### src/rtl/asr_pkg.sv
// Constants, field layouts and carrier types of the converter's identification,
// status and mode register bank.
// Assumes a serial framer on the same clock that decodes host frames into word
// accesses and feeds converter events as single-cycle pulses.
// Functional notes
// - The identification word sits at offset 00h, is read-only, and its low byte is a revision value software must not rely on.
// - The status word sits at offset 01h, is read-only, and reads 0500h after reset.
// - The mode register sits at offset 02h and reads 0510h after reset.
// - Status bit 15 shows 1 while the serial interface is locked and 0 while unlocked, and is 0 after reset.
// - Status bit 14 is set each time the converters resynchronise, and is 0 after reset.
// - Status bit 13 shows 1 when the register map checksum has changed, and is 0 after reset.
// - Status bit 12 shows 1 when a checksum error was found on serial input data, and is 0 after reset.
// - Status bit 11 shows the checksum polynomial in use, 0 for CCITT (default) and 1 for ANSI.
// - Status bit 10 shows 1 after a device reset and 0 once no reset is pending, so it is 1 after reset.
// - Status bits 9:8 show the word length: 00b 16 bits, 01b 24 bits (default), 10b 32 bits padded, 11b 32 bits sign-extended.
// - Status bits 7 to 0 each show new conversion data for channels 7 to 0, and are 0 after reset.
package asr_pkg;

    localparam int         ADDR_W         = 6;
    localparam int         DATA_W         = 16;
    localparam int         NUM_CH         = 8;

    localparam logic [5:0] ADDR_ID        = 6'h00;
    localparam logic [5:0] ADDR_STATUS    = 6'h01;
    localparam logic [5:0] ADDR_MODE      = 6'h02;

    localparam logic [15:0] STATUS_RST    = 16'h0500;
    localparam logic [15:0] MODE_RST      = 16'h0510;
    localparam logic [3:0]  CHAN_COUNT    = 4'h8;

    // Status word bit positions.
    localparam int         ST_LOCK        = 15;
    localparam int         ST_RESYNC      = 14;
    localparam int         ST_REGMAP      = 13;
    localparam int         ST_CRC_ERR     = 12;
    localparam int         ST_CRC_TYPE    = 11;
    localparam int         ST_RESET       = 10;
    localparam int         ST_WLEN_LO     = 8;

    // Mode register bit positions.
    localparam int         MD_REG_CRC_EN  = 13;
    localparam int         MD_RX_CRC_EN   = 12;
    localparam int         MD_CRC_TYPE    = 11;
    localparam int         MD_RESET       = 10;
    localparam int         MD_WLEN_LO     = 8;
    localparam int         MD_TIMEOUT     = 4;
    localparam int         MD_DRDY_SEL_LO = 2;
    localparam int         MD_DRDY_HIZ    = 1;
    localparam int         MD_DRDY_FMT    = 0;

    typedef struct packed {
        logic                 req;
        logic                 wr;
        logic [ADDR_W-1:0]    addr;
        logic [DATA_W-1:0]    wdata;
    } asr_acc_t;

    typedef struct packed {
        logic                 reg_crc_en;
        logic                 rx_crc_en;
        logic                 crc_type;
        logic                 reset_flag;
        logic [1:0]           word_length_field;
        logic                 timeout_en;
        logic [1:0]           drdy_sel;
        logic                 drdy_hiz;
        logic                 drdy_fmt;
    } asr_mode_t;

endpackage

### src/rtl/asr_regs.sv
// Identification, status and mode registers of the eight-channel converter.
// Assumes every input comes from logic on clk_sys: accesses arrive as one-cycle
// requests from the serial framer and converter events as one-cycle pulses.
`timescale 1ns/10ps

module asr_regs #(
    parameter logic [3:0] ID_UPPER = 4'h5,  // Arbitrary value.
    parameter logic [7:0] REVISION = 8'h00  // Arbitrary value.
) (
    input  wire logic                              clk_sys,
    input  wire logic                              rst,
    input  wire asr_pkg::asr_acc_t                 acc,
    output      logic                              acc_ack,
    output      logic [asr_pkg::DATA_W-1:0]        acc_rdata,
    input  wire logic                              lock_state,
    input  wire logic                              resync_evt,
    input  wire logic                              regmap_crc_changed,
    input  wire logic                              rx_crc_err_evt,
    input  wire logic [asr_pkg::NUM_CH-1:0]        drdy_set,
    input  wire logic [asr_pkg::NUM_CH-1:0]        drdy_clr,
    output      asr_pkg::asr_mode_t                mode_cfg,
    output      logic [asr_pkg::NUM_CH-1:0]        channel_new_data
);

    logic                         lock_flag;
    logic                         resync_occurred_flag;
    logic                         regmap_flag;
    logic                         crc_err_flag;
    logic [asr_pkg::DATA_W-1:0]   status_word;
    logic [asr_pkg::DATA_W-1:0]   mode_word;
    logic [asr_pkg::DATA_W-1:0]   id_word;
    logic [asr_pkg::DATA_W-1:0]   next_rdata;
    logic                         rd_status;
    logic                         wr_mode;
    logic [asr_pkg::NUM_CH-1:0]   drdy_drop;

    assign rd_status = acc.req && !acc.wr && (acc.addr == asr_pkg::ADDR_STATUS);
    assign wr_mode   = acc.req && acc.wr && (acc.addr == asr_pkg::ADDR_MODE);

    // Channels consumed this cycle without fresh data; only the checks below read it.
    assign drdy_drop = drdy_clr & ~drdy_set;

    // The low byte is a revision stamp and may differ between builds.
    assign id_word = {ID_UPPER, asr_pkg::CHAN_COUNT, REVISION};

    // Polynomial, word length and reset flag are shared with the mode register, so
    // status always reports the setting actually in force.
    assign status_word = {lock_flag, resync_occurred_flag, regmap_flag, crc_err_flag,
                          mode_cfg.crc_type,
                          mode_cfg.reset_flag,
                          mode_cfg.word_length_field,
                          channel_new_data};

    // Reserved mode bits are not stored and read as zero.
    assign mode_word = {2'b00, mode_cfg.reg_crc_en, mode_cfg.rx_crc_en, mode_cfg.crc_type,
                        mode_cfg.reset_flag, mode_cfg.word_length_field, 3'b000,
                        mode_cfg.timeout_en, mode_cfg.drdy_sel, mode_cfg.drdy_hiz,
                        mode_cfg.drdy_fmt};

    // Lock is a level from the framer, registered so the status view is glitch free.
    always_ff @(posedge clk_sys or posedge rst) begin
        if (rst) begin
            lock_flag <= 1'b0;
        end else begin
            lock_flag <= lock_state;
        end
    end

    // Sticky event flags clear when status is read; an event in the same cycle wins.
    always_ff @(posedge clk_sys or posedge rst) begin
        if (rst) begin
            resync_occurred_flag <= asr_pkg::STATUS_RST[asr_pkg::ST_RESYNC];
        end else if (resync_evt) begin
            resync_occurred_flag <= 1'b1;
        end else if (rd_status) begin
            resync_occurred_flag <= 1'b0;
        end
    end

    always_ff @(posedge clk_sys or posedge rst) begin
        if (rst) begin
            regmap_flag <= asr_pkg::STATUS_RST[asr_pkg::ST_REGMAP];
        end else if (regmap_crc_changed && mode_cfg.reg_crc_en) begin
            regmap_flag <= 1'b1;
        end else if (rd_status) begin
            regmap_flag <= 1'b0;
        end
    end

    always_ff @(posedge clk_sys or posedge rst) begin
        if (rst) begin
            crc_err_flag <= asr_pkg::STATUS_RST[asr_pkg::ST_CRC_ERR];
        end else if (rx_crc_err_evt && mode_cfg.rx_crc_en) begin
            crc_err_flag <= 1'b1;
        end else if (rd_status) begin
            crc_err_flag <= 1'b0;
        end
    end

    // New-data flags clear when the framer has shifted a channel's word out.
    always_ff @(posedge clk_sys or posedge rst) begin
        if (rst) begin
            channel_new_data <= asr_pkg::STATUS_RST[asr_pkg::NUM_CH-1:0];
        end else begin
            channel_new_data <= (channel_new_data & ~drdy_clr) | drdy_set;
        end
    end

    // Mode register; the reset flag only ever falls through a host write of 0.
    always_ff @(posedge clk_sys or posedge rst) begin
        if (rst) begin
            mode_cfg.reg_crc_en        <= asr_pkg::MODE_RST[asr_pkg::MD_REG_CRC_EN];
            mode_cfg.rx_crc_en         <= asr_pkg::MODE_RST[asr_pkg::MD_RX_CRC_EN];
            mode_cfg.crc_type          <= asr_pkg::MODE_RST[asr_pkg::MD_CRC_TYPE];
            mode_cfg.reset_flag        <= asr_pkg::MODE_RST[asr_pkg::MD_RESET];
            mode_cfg.word_length_field <= asr_pkg::MODE_RST[asr_pkg::MD_WLEN_LO+:2];
            mode_cfg.timeout_en        <= asr_pkg::MODE_RST[asr_pkg::MD_TIMEOUT];
            mode_cfg.drdy_sel          <= asr_pkg::MODE_RST[asr_pkg::MD_DRDY_SEL_LO+:2];
            mode_cfg.drdy_hiz          <= asr_pkg::MODE_RST[asr_pkg::MD_DRDY_HIZ];
            mode_cfg.drdy_fmt          <= asr_pkg::MODE_RST[asr_pkg::MD_DRDY_FMT];
        end else if (wr_mode) begin
            mode_cfg.reg_crc_en        <= acc.wdata[asr_pkg::MD_REG_CRC_EN];
            mode_cfg.rx_crc_en         <= acc.wdata[asr_pkg::MD_RX_CRC_EN];
            mode_cfg.crc_type          <= acc.wdata[asr_pkg::MD_CRC_TYPE];
            mode_cfg.reset_flag        <= mode_cfg.reset_flag & acc.wdata[asr_pkg::MD_RESET];
            mode_cfg.word_length_field <= acc.wdata[asr_pkg::MD_WLEN_LO+:2];
            mode_cfg.timeout_en        <= acc.wdata[asr_pkg::MD_TIMEOUT];
            mode_cfg.drdy_sel          <= acc.wdata[asr_pkg::MD_DRDY_SEL_LO+:2];
            mode_cfg.drdy_hiz          <= acc.wdata[asr_pkg::MD_DRDY_HIZ];
            mode_cfg.drdy_fmt          <= acc.wdata[asr_pkg::MD_DRDY_FMT];
        end
    end

    // Read mux; writes return zero data and unmapped offsets read as zero.
    always_comb begin
        next_rdata = 16'h0000;
        if (acc.req && !acc.wr) begin
            unique case (acc.addr)
                asr_pkg::ADDR_ID:     next_rdata = id_word;
                asr_pkg::ADDR_STATUS: next_rdata = status_word;
                asr_pkg::ADDR_MODE:   next_rdata = mode_word;
                default:              next_rdata = 16'h0000;
            endcase
        end
    end

    // Every access, mapped or not, is acknowledged one cycle later so the framer
    // never stalls; writes to read-only words simply have no effect.
    always_ff @(posedge clk_sys or posedge rst) begin
        if (rst) begin
            acc_ack   <= 1'b0;
            acc_rdata <= 16'h0000;
        end else begin
            acc_ack   <= acc.req;
            acc_rdata <= next_rdata;
        end
    end
endmodule // asr_regs

### config.mk
export PLATFORM = sky130hd
export DESIGN_NAME = asr_regs
export DESIGN_NICKNAME = d
export VERILOG_FILES = /design/src/rtl/asr_pkg.sv /design/src/rtl/asr_regs.sv
export SDC_FILE = /design/constraint.sdc
export NUM_CORES = 1
export LEC_CHECK = 0
export BUFFER_PORTS_ARGS = -buffer_cell sky130_fd_sc_hd__clkbuf_2
export CELL_PAD_IN_SITES_DETAIL_PLACEMENT = 1
export CELL_PAD_IN_SITES_GLOBAL_PLACEMENT = 1
export CORE_MARGIN = 1
export CORE_UTILIZATION = 33
export DETAILED_ROUTE_END_ITERATION = 8
export GPL_TIMING_DRIVEN = 0
export PLACE_DENSITY_LB_ADDON = 0.3
export SLEW_MARGIN = 20
export SYNTH_ARGS = -nofsm -noshare
export SYNTH_HDL_FRONTEND = slang
export SYNTH_SLANG_ARGS = --single-unit
### constraint.sdc
create_clock -name clk_sys -period 1.4 [get_ports clk_sys]
set_input_delay 0.21 -clock clk_sys [delete_from_list [all_inputs] [get_ports clk_sys]]
set_output_delay 0.21 -clock clk_sys [all_outputs]
set_load 0.05 [all_outputs]
# Word-level counts from Yosys, hierarchy flattened
# Cells that the tools add are included.
# op_classes
bitwise	4
reduce_logical	11
n_eq_ne	2
muxes	6
# ops
op	n
case mux 16 bit (3 select lines)	1
2-to-1 mux 16 bit	1
AND 8 bit	1
inverter 8 bit	1
OR 8 bit	1
== test 6 x 1 -> 1 bit (second input constant)	1
== test 6 x 2 -> 1 bit (second input constant)	1
logical AND 1 bit	6
logical NOT 6 bit	1
nonzero test 2 bit	3
2-to-1 mux 1 bit	4
AND 1 bit	1
logical NOT 1 bit	1
# word_totals
input_bits	46
out_inout_bits	36
wordCells	39
regBits	40

# Depth between registers and ports, before layout
# Gate-level depths: netlist of run 1.
# logic_depth
ltp_word	5
mapped_depth	5
depth_no_buf	3

# Least setup slack after synthesis of run 1
# No wires, ideal clock.
# synth_timing
path_kind	input to register
start	in acc[19] (netlist name)
end	reg mode_cfg[0] (netlist name)
stages	4
setup_ns	0.125
path_buffers	1
arrival_time_ns	1.105
setup_slack_ns	0.170
required_ns	1.275
cell_sequence	nor3b_1 > nand4_4 > buf_6 > mux2_4
# synth_via
elab_chain_len	2
# synth_rtl
element	line	text
start: declaration	asr_regs.sv:12	input wire asr_pkg::asr_acc_t acc,
== test 6 x 2 -> 1 bit	asr_regs.sv:38	assign wr_mode = acc.req && acc.wr && (acc.addr == asr_pkg::ADDR_MODE);
logical AND 1 bit	asr_regs.sv:38	
end: declaration	asr_regs.sv:21	output asr_pkg::asr_mode_t mode_cfg,
# No other way between the ends.
# A chain may end at the register's enable or synchronous reset.

# Worst setup path in the final report of run 1
# layout_timing
start	reg mode_cfg[4] (netlist name)
end	out mode_cfg[4] (netlist name)
# No word-level cell between the ends.

==> results of run 1 <==
-- power by group --
part	leakage (nW)	internal [mW]	switching, mW
logic	0.657	0.155	0.268
registers	0.503	1.23	0.0492
clock network	0.0422	0.350	0.365
-- metrics by stage --
| step | instance area [sq um] | hold slack (ns) | util | setup TNS [ns] |
|---|---|---|---|---|
| detailed placement | 2030 | 0.241 | 0.457 | -1.28 |
| global placement | 2000 | 0.322 | 0.450 | -7.19 |
| CTS | 2120 | 0.0192 | 0.477 | 0 |
| global route | 2130 | 0.0191 | 0.479 | 0 |
| finish | 2130 | 0.0355 | 0.479 | 0 |
| floorplan | 1560 | 0.241 | - | 0 |
-- path summary, 6_finish.rpt --
| kind | depth (start not counted) | startpoint | endpoint | slack [ns] |
|---|---|---|---|---|
| hold reg to reg | 1 | mode_cfg[7] | mode_cfg[7] | 0.48 |
| max in group asynchronous | 4 | rst | resync_occurred_flag | 0.45 |
| hold / removal | 1 | lock_state | lock_flag | 0.04 |
| min in group asynchronous | 3 | rst | mode_cfg[2] | 0.49 |
| setup reg to reg | 3 | mode_cfg[8] | acc_rdata[11] | 0.46 |
| setup / recovery | 1 | mode_cfg[4] | mode_cfg[4] | 0.08 |
-- logic make-up after synthesis --
logic type	count (synthesis)
compound gates	20
flops	40
fa+ha+maj	1
simple gates	28
mux	10
buf+inv	13
-- Yosys cell counts (all sizes together) --
cell	count
nor4b	2
inv	11
a21o	10
and3	7
buf	2
a21oi	1
and2	1
nor3	1
nand2b	1
dfstp	3
nor2b	3
nand4	1
o21a	1
a22oi	6
maj3	1
nor2	8
or2	1
a22o	2
nor3b	1
dfrtp	37
mux2	10
nand2	2
-- flip-flops by register name (all words and copies together), names as in the netlist --
register / flops
acc_rdata: 16
regmap_flag: 1
mode_cfg: 11
lock_flag: 1
resync_occurred_flag: 1
crc_err_flag: 1
acc_ack: 1
channel_new_data: 8
-- area by class of cell --
class | instances | area [sq um] | share of cell area
Clock inverter | 1 | 5.00 | 0.00235
Clock buffer | 7 | 76.3 | 0.0359
Buffer | 2 | 18.8 | 0.00882
Tap cell | 52 | 65.1 | 0.0306
Sequential cell | 40 | 1000 | 0.472
Multi-Input combinational cell | 59 | 498 | 0.234
Inverter | 11 | 41.3 | 0.0194
Timing Repair Buffer | 78 | 418 | 0.196
-- worst register-to-register path, delay by kind of cell (launching register included) --
family	cells	cell delay (ns)
fa+ha+maj	1	0.34
simple gates	1	0.09
flops	1	0.38
buf+inv	1	0.06
-- routing by layer --
| layer | global-route usage | share of wire |
|---|---|---|
| met2 | 0.300 | 0.55 |
| met4 | 0.0533 | 0.0073 |
| met5 | 0 | 0 |
| met3 | 0.0342 | 0.039 |
| met1 | 0.200 | 0.41 |
-- what timing repair did --
action	CTS	global route
endpoints found under the hold margin	17	0
hold buffers	1	0
gates resized for setup	0	1
setup endpoints to repair	0	3
==> out/results.txt, run 1 <==
Arrival time worst endpoint - 1.11 ns
Clock sinks - 40
Unrepaired setup endpoints after global routing - no
DR WL/cell - 15.8 um
Antenna-violating nets left - 0
I/O Pins - 82
FP Rows - 24
Slew Viols, Final - 0
Post-Synth XOR/XNOR Area - 0
Min cycle time layout - 1.32 ns
Vias in the first global route - 1259
Sequential-to-total area share from yosys stat - 0.645
Initial Utilization - 0.350
# setup viols final - 0
Total of max-cap violations - 0
Layout cell share with drive strength beyond 1 - 0.520
Final hold vios - 0
Slew margin rel. - 0.590
Chip width - 70.7 um
Critical path startpoint category - register
DRT iter0 DRCs - 53
Fin worst setup slack - 0.0819 ns
Post-synthesis register bit count - 40
Synth Area in Compound Gates - 0.0965
Number of post-CTS setup repair buffers - 0
Pin count of the biggest net entering global routing - 22
Routability cong. - 0.725
# port buffers - 76
Kind of critical path - reg2out
Synth unique cells - 25
Top post-synthesis cells by area - dfrtp_1 59%, mux2_4 8.7%, dfstp_2 5.1%
Commonest non-fill, non-tap cell in the layout - clkbuf_2
Dpl hpwl - 3040 um
LEAKAGE - 1.20 nW
Dpl ws - -0.230 ns
Worst Skew - 0.00493 ns
Least-Margin Pin Slew - 0.613 ns
Drt pass-1 iters - 6
Core area - 0.00444 sq mm
Fmax - 759 MHz
Cell Pwr Density - 1130 mW/mm^2
Non-filler instance count after layout - 250
Worst-path clk slew - 0.07 ns
Crit-path cells - clkbuf_2
Total die area - 0.00499 sq mm
Placed Instances - 241
Largest area contributor in the netlist - dfrtp_1
H-tree Lvls - 2
Final Net Count - 243
Synth Area in Adders - 0.00643
Critical path peak fanout - 3
Root Buffer - clkbuf_8
Worst Setup End Kind - output pin
N_diodes - 0
Initial antenna violation count - 0
Status - finished, violations left
Synth Instances - 112
Syn_area_per_cell - 13.9 sq um
Vias - 1144
Failing checks - DRC
Hold Crit Class - in2reg
Post-synthesis simple-gate area fraction - 0.119
Top-area cell type share of the netlist area - 0.595
Most frequent cells in the layout - 76 x clkbuf_2, 37 x dfrtp_1, 10 x inv_1, 10 x a21o_1, 9 x mux2_4
Filler cell count - 499
Synth Cell Area - 0.00156 sq mm
CP delay by family, top - flip-flops
First-pass GRT wire length - 6280 um
Latest clock arrival within the worst-skew pair - 0.28 ns
Die height - 70.7 um
Cts bufs inserted - 5
Detailed Route WL - 3950 um
Yosys warning total - 0
Longest Clk Path Bufs - 2
Peak supply drop - 0.520 mV
Via-to-Cell Ratio - 4.58
DR DRC count - 12
Worst-path cell with the longest stage delay - dfstp_2
Req. time, crit path - 1.19 ns
P&R area growth vs syn - 36.7%
Power, Total - 2.41 mW
Gr usage total - 0.166
GRT Residual Overflow - 0
Synthesized net count - 158
Period utilization - 0.942
WP buf/inv - 1
CTS tree - built
Post-synthesis mux area share - 0.0941
Main combinational cell family by area after synthesis - simple AND/OR/NAND/NOR gates
Crit-path max cell delay - 0.55 ns
Power figures use the tool's default switching activity.
==> inputs of run 2 (changes only) <==
--- a/config.mk
+++ b/config.mk
@@ -12,6 +12,7 @@
 export CORE_UTILIZATION = 33
 export DETAILED_ROUTE_END_ITERATION = 8
 export GPL_TIMING_DRIVEN = 0
+export MAX_ROUTING_LAYER = met4
 export PLACE_DENSITY_LB_ADDON = 0.3
 export SLEW_MARGIN = 20
 export SYNTH_ARGS = -nofsm -noshare
==> out/results.txt, run 2 (synthesized netlist as in run 1, its figures left out) <==
Status - finished, violations left
Failing checks - DRC
Longest Clk Path Bufs - 2
H-tree Lvls - 2
Cell Pwr Density - 1130 mW/mm^2
Cts bufs inserted - 5
Critical R2R Capture - acc_rdata[11]
Initial Utilization - 0.350
Layout cell share with drive strength beyond 1 - 0.520
Crit-path cells - clkbuf_2
Clock sinks - 40
P&R area growth vs syn - 36.7%
Post-Layout Inst Area - 0.00213 sq mm
Non-filler instance count after layout - 250
Critical path peak fanout - 3
Total of max-cap violations - 0
Hold_ws - 0.0355 ns
Area of the multi-input gates - 498 sq um
Final hold vios - 0
WP buf/inv - 1
Kind of critical path - reg2out
Antenna-violating nets left - 0
Critical path startpoint category - register
Final Net Count - 243
Most frequent cells in the layout - 76 x clkbuf_2, 37 x dfrtp_1, 10 x inv_1, 10 x a21o_1, 9 x mux2_4
Root Buffer - clkbuf_8
Largest registers - acc_rdata: 16 flops, mode_cfg: 11 flops, channel_new_data: 8 flops
Worst Setup End Kind - output pin
Arrival time worst endpoint - 1.11 ns
First-pass GRT wire length - 6290 um
Latest clock arrival within the worst-skew pair - 0.28 ns
Placed inst area - 0.00203 sq mm
N_diodes - 0
Initial antenna violation count - 0
Peak supply drop - 0.520 mV
Placed Instances - 241
GRT Residual Overflow - 0
# setup viols final - 0
Routability cong. - 0.734
CP delay by family, top - flip-flops
Hold Startpoint - lock_state
Worst Skew - 0.00490 ns
Dpl ws - -0.230 ns
Wire length on met3 - 147 um
Via-to-Cell Ratio - 4.60
Largest Register - acc_rdata
Depth of the worst register-to-register path - 3
Slew margin rel. - 0.590
DRT iter0 DRCs - 53
I/O Pins - 82
Post-route setup TNS - 0 ns
Total die area - 0.00499 sq mm
Period utilization - 0.942
Worst-path clk slew - 0.07 ns
Slew Viols, Final - 0
Min cycle time layout - 1.32 ns
FF-to-FF Start - mode_cfg[8]
Flip-flop count of the largest register after layout - 16
Vias - 1151
Top layer reached by signal wires - met4
LEAKAGE - 1.20 nW
Hold depth - 1
Reg2Reg Setup Slack - 0.47 ns
Fmax - 758 MHz
Dpl hpwl - 3040 um
Detailed Route WL - 3950 um
Req. time, crit path - 1.19 ns
Least-Margin Pin Slew - 0.613 ns
Gr usage total - 0.172
Core area - 0.00444 sq mm
DR WL/cell - 15.8 um
Routed wl met2 - 2170 um
Hold Crit Class - in2reg
Drt pass-1 iters - 6
FP Rows - 24
# port buffers - 76
CTS tree - built
Vias in the first global route - 1260
Die height - 70.7 um
Filler cell count - 499
Number of post-CTS setup repair buffers - 0
DR DRC count - 12
Hold path endpoint - lock_flag
Cell depth of the worst setup path - 1
Pin count of the biggest net entering global routing - 22
Unrepaired setup endpoints after global routing - no
Wl on met1 - 1600 um
Chip width - 70.7 um
Flip-flop and latch area - 0.00100 sq mm
Commonest non-fill, non-tap cell in the layout - clkbuf_2
Crit-path max cell delay - 0.56 ns
Worst-path cell with the longest stage delay - dfstp_2
Fin worst setup slack - 0.0811 ns
run 2: cell type report:
| class | instances | share of cell area |
|---|---|---|
| Buffer | 2 | 0.00882 |
| Clock buffer | 7 | 0.0359 |
| Clock inverter | 1 | 0.00235 |
| Inverter | 11 | 0.0194 |
| Multi-Input combinational cell | 59 | 0.234 |
| Sequential cell | 40 | 0.472 |
| Tap cell | 52 | 0.0306 |
| Timing Repair Buffer | 78 | 0.196 |
run 2: routing by layer:
metal	vias to the layer above	GRT usage
li1	549	-
met1	563	0.201
met2	37	0.300
met3	2	0.0328
met4	0	0.0533
met5	-	-
run 2: worst max path at each step:
stage               slack, ns            to   startpoint
CTS                      0.06  crc_err_flag      acc[17]
floorplan                0.17   mode_cfg[0]      acc[19]
global placement        -0.19  crc_err_flag      acc[17]
finish                   0.08   mode_cfg[4]  mode_cfg[4]
detailed placement      -0.23  crc_err_flag      acc[17]
global route             0.05   mode_cfg[5]  mode_cfg[5]
run 2: stage by stage:
step | util | power [mW]
after floorplan | - | 1.56
after global placement | 0.450 | 1.69
after detailed placement | 0.457 | 1.72
after CTS | 0.477 | 2.45
after global routing | 0.479 | 2.52
final | 0.479 | 2.41
run 2: report_power, final:
part | internal (mW) | switching (mW) | leakage [nW]
combinational | 0.155 | 0.268 | 0.657
clock | 0.350 | 0.365 | 0.0422
sequential | 1.23 | 0.0497 | 0.503
total | 1.73 | 0.682 | 1.20
run 2: timing repair:
action / 4_1_cts / 5_1_grt
endpoints found under the hold margin: 17 / 0
hold buffers: 1 / 0
resized for setup: 0 / 1
endpoints found under the setup margin: 0 / 3
==> inputs of run 3 (changes only) <==
--- a/config.mk
+++ b/config.mk
@@ -9,7 +9,7 @@
 export CELL_PAD_IN_SITES_DETAIL_PLACEMENT = 1
 export CELL_PAD_IN_SITES_GLOBAL_PLACEMENT = 1
 export CORE_MARGIN = 1
-export CORE_UTILIZATION = 33
+export CORE_UTILIZATION = 36
 export DETAILED_ROUTE_END_ITERATION = 8
 export GPL_TIMING_DRIVEN = 0
 export MAX_ROUTING_LAYER = met4
==> constraint.sdc (replaced) <==
create_clock -name clk_sys -period 1.69 [get_ports clk_sys]
set_input_delay 0.2535 -clock clk_sys [delete_from_list [all_inputs] [get_ports clk_sys]]
set_output_delay 0.2535 -clock clk_sys [all_outputs]
set_load 0.05 [all_outputs]
==> out/results.txt, run 3 (synthesized netlist as in run 1, its figures left out) <==
I/O Pins - 82
Fmax - 732 MHz
P&R area growth vs syn - 35.4%
Req. time, crit path - 1.44 ns
Core area - 0.00409 sq mm
Crit path launch - mode_cfg[4]
Non-filler instance count after layout - 247
Die height - 67.8 um
Crit-path cells - clkbuf_2
Peak supply drop - 0.563 mV
Initial Utilization - 0.381
Largest registers - acc_rdata: 16 flops, mode_cfg: 11 flops, channel_new_data: 8 flops
Latest clock arrival within the worst-skew pair - 0.28 ns
Fin worst setup slack - 0.324 ns
Detailed Route WL - 3730 um
Worst-path clk slew - 0.07 ns
Reg2Reg Setup Slack - 0.76 ns
Vias - 1195
Vias in the first global route - 1300
Post-route setup TNS - 0 ns
Most frequent cells in the layout - 76 x clkbuf_2, 37 x dfrtp_1, 10 x inv_1, 10 x a21o_1, 9 x mux2_4
Clock sinks - 40
Slew margin rel. - 0.534
Worst Skew - 0.00623 ns
Arrival time worst endpoint - 1.11 ns
Critical path startpoint category - register
Final hold vios - 0
Dpl ws - 0.0795 ns
Flip-flop count of the largest register after layout - 16
Status - complete, no violations
Hold Startpoint - lock_state
Largest Register - acc_rdata
Antenna-violating nets left - 0
Hold_ws - 0.0730 ns
LEAKAGE - 1.20 nW
Slew Viols, Final - 0
Cts repair resizes - 0
WP buf/inv - 1
Via-to-Cell Ratio - 4.84
Placed inst area - 0.00202 sq mm
GRT Residual Overflow - 0
# port buffers - 76
Period utilization - 0.808
Final Net Count - 243
Total die area - 0.00459 sq mm
Crit-path max cell delay - 0.55 ns
Area of the multi-input gates - 492 sq um
Final core utilization - 0.516
Least-Margin Pin Slew - 0.689 ns
Commonest non-fill, non-tap cell in the layout - clkbuf_2
Power, Total - 1.99 mW
FF-to-FF Start - mode_cfg[8]
Dpl hpwl - 2930 um
DR WL/cell - 15.1 um
Filler cell count - 464
Placed Instances - 239
Worst-path cell with the longest stage delay - dfstp_2
Routability cong. - 0.742
Chip width - 67.8 um
Total of max-cap violations - 0
Cts bufs inserted - 5
Min cycle time layout - 1.37 ns
Pin count of the biggest net entering global routing - 30
Layout cell share with drive strength beyond 1 - 0.518
Worst Setup End Kind - output pin
Post-Layout Inst Area - 0.00211 sq mm
H-tree Lvls - 2
N_diodes - 0
First-pass GRT wire length - 6080 um
Drt pass-1 iters - 2
DRT iter0 DRCs - 51
Initial antenna violation count - 0
Longest Clk Path Bufs - 2
Gr usage total - 0.190
CTS tree - built
Cell Pwr Density - 943 mW/mm^2
CP delay by family, top - flip-flops
Critical path peak fanout - 3
# setup viols final - 0
Root Buffer - clkbuf_8
FP Rows - 23
Flip-flop and latch area - 0.00100 sq mm
Unrepaired setup endpoints after global routing - no
DR DRC count - 0
Hold Crit Class - in2reg
Kind of critical path - reg2out
run 3: changes by cell type in the layout (fill, tap and decap cells not counted):
cell and change:
nor4b_1 +1, buf_16 -1, clkbuf_1 -1, buf_12 +1, nor4b_2 -1
run 3: worst paths after layout:
path / cells past startpoint / endpoint
worst max register to register: 3 / acc_rdata[11]
worst min register to register: 1 / resync_occurred_flag
min in group asynchronous: 3 / acc_ack
worst min-delay path: 1 / lock_flag
worst max-delay path: 1 / mode_cfg[4]
max in group asynchronous: 4 / mode_cfg[7]
run 3: power by group:
part / internal (mW) / switching, mW
clock network: 0.281 / 0.306
registers: 1.02 / 0.0406
logic: 0.127 / 0.218
total: 1.42 / 0.565
run 3: layout make-up:
cell class,count,area share
Sequential cell,40,0.477
Buffer,2,0.00891
Clock buffer,6,0.0344
Inverter,11,0.0196
Timing Repair Buffer,78,0.195
Multi-Input combinational cell,59,0.233
Tap cell,50,0.0297
Clock inverter,1,0.00238
run 3: repair_timing:
action	in CTS	in global routing
hold endpoints to repair	11	0
buffers inserted	0	0
hold buffers	1	0
run 3: routing by layer:
| metal | track usage | part of all wire |
|---|---|---|
| met2 | 0.325 | 0.54 |
| met4 | 0.0505 | 0.0094 |
| met3 | 0.0541 | 0.062 |
| met1 | 0.214 | 0.39 |
| met5 | - | 0 |
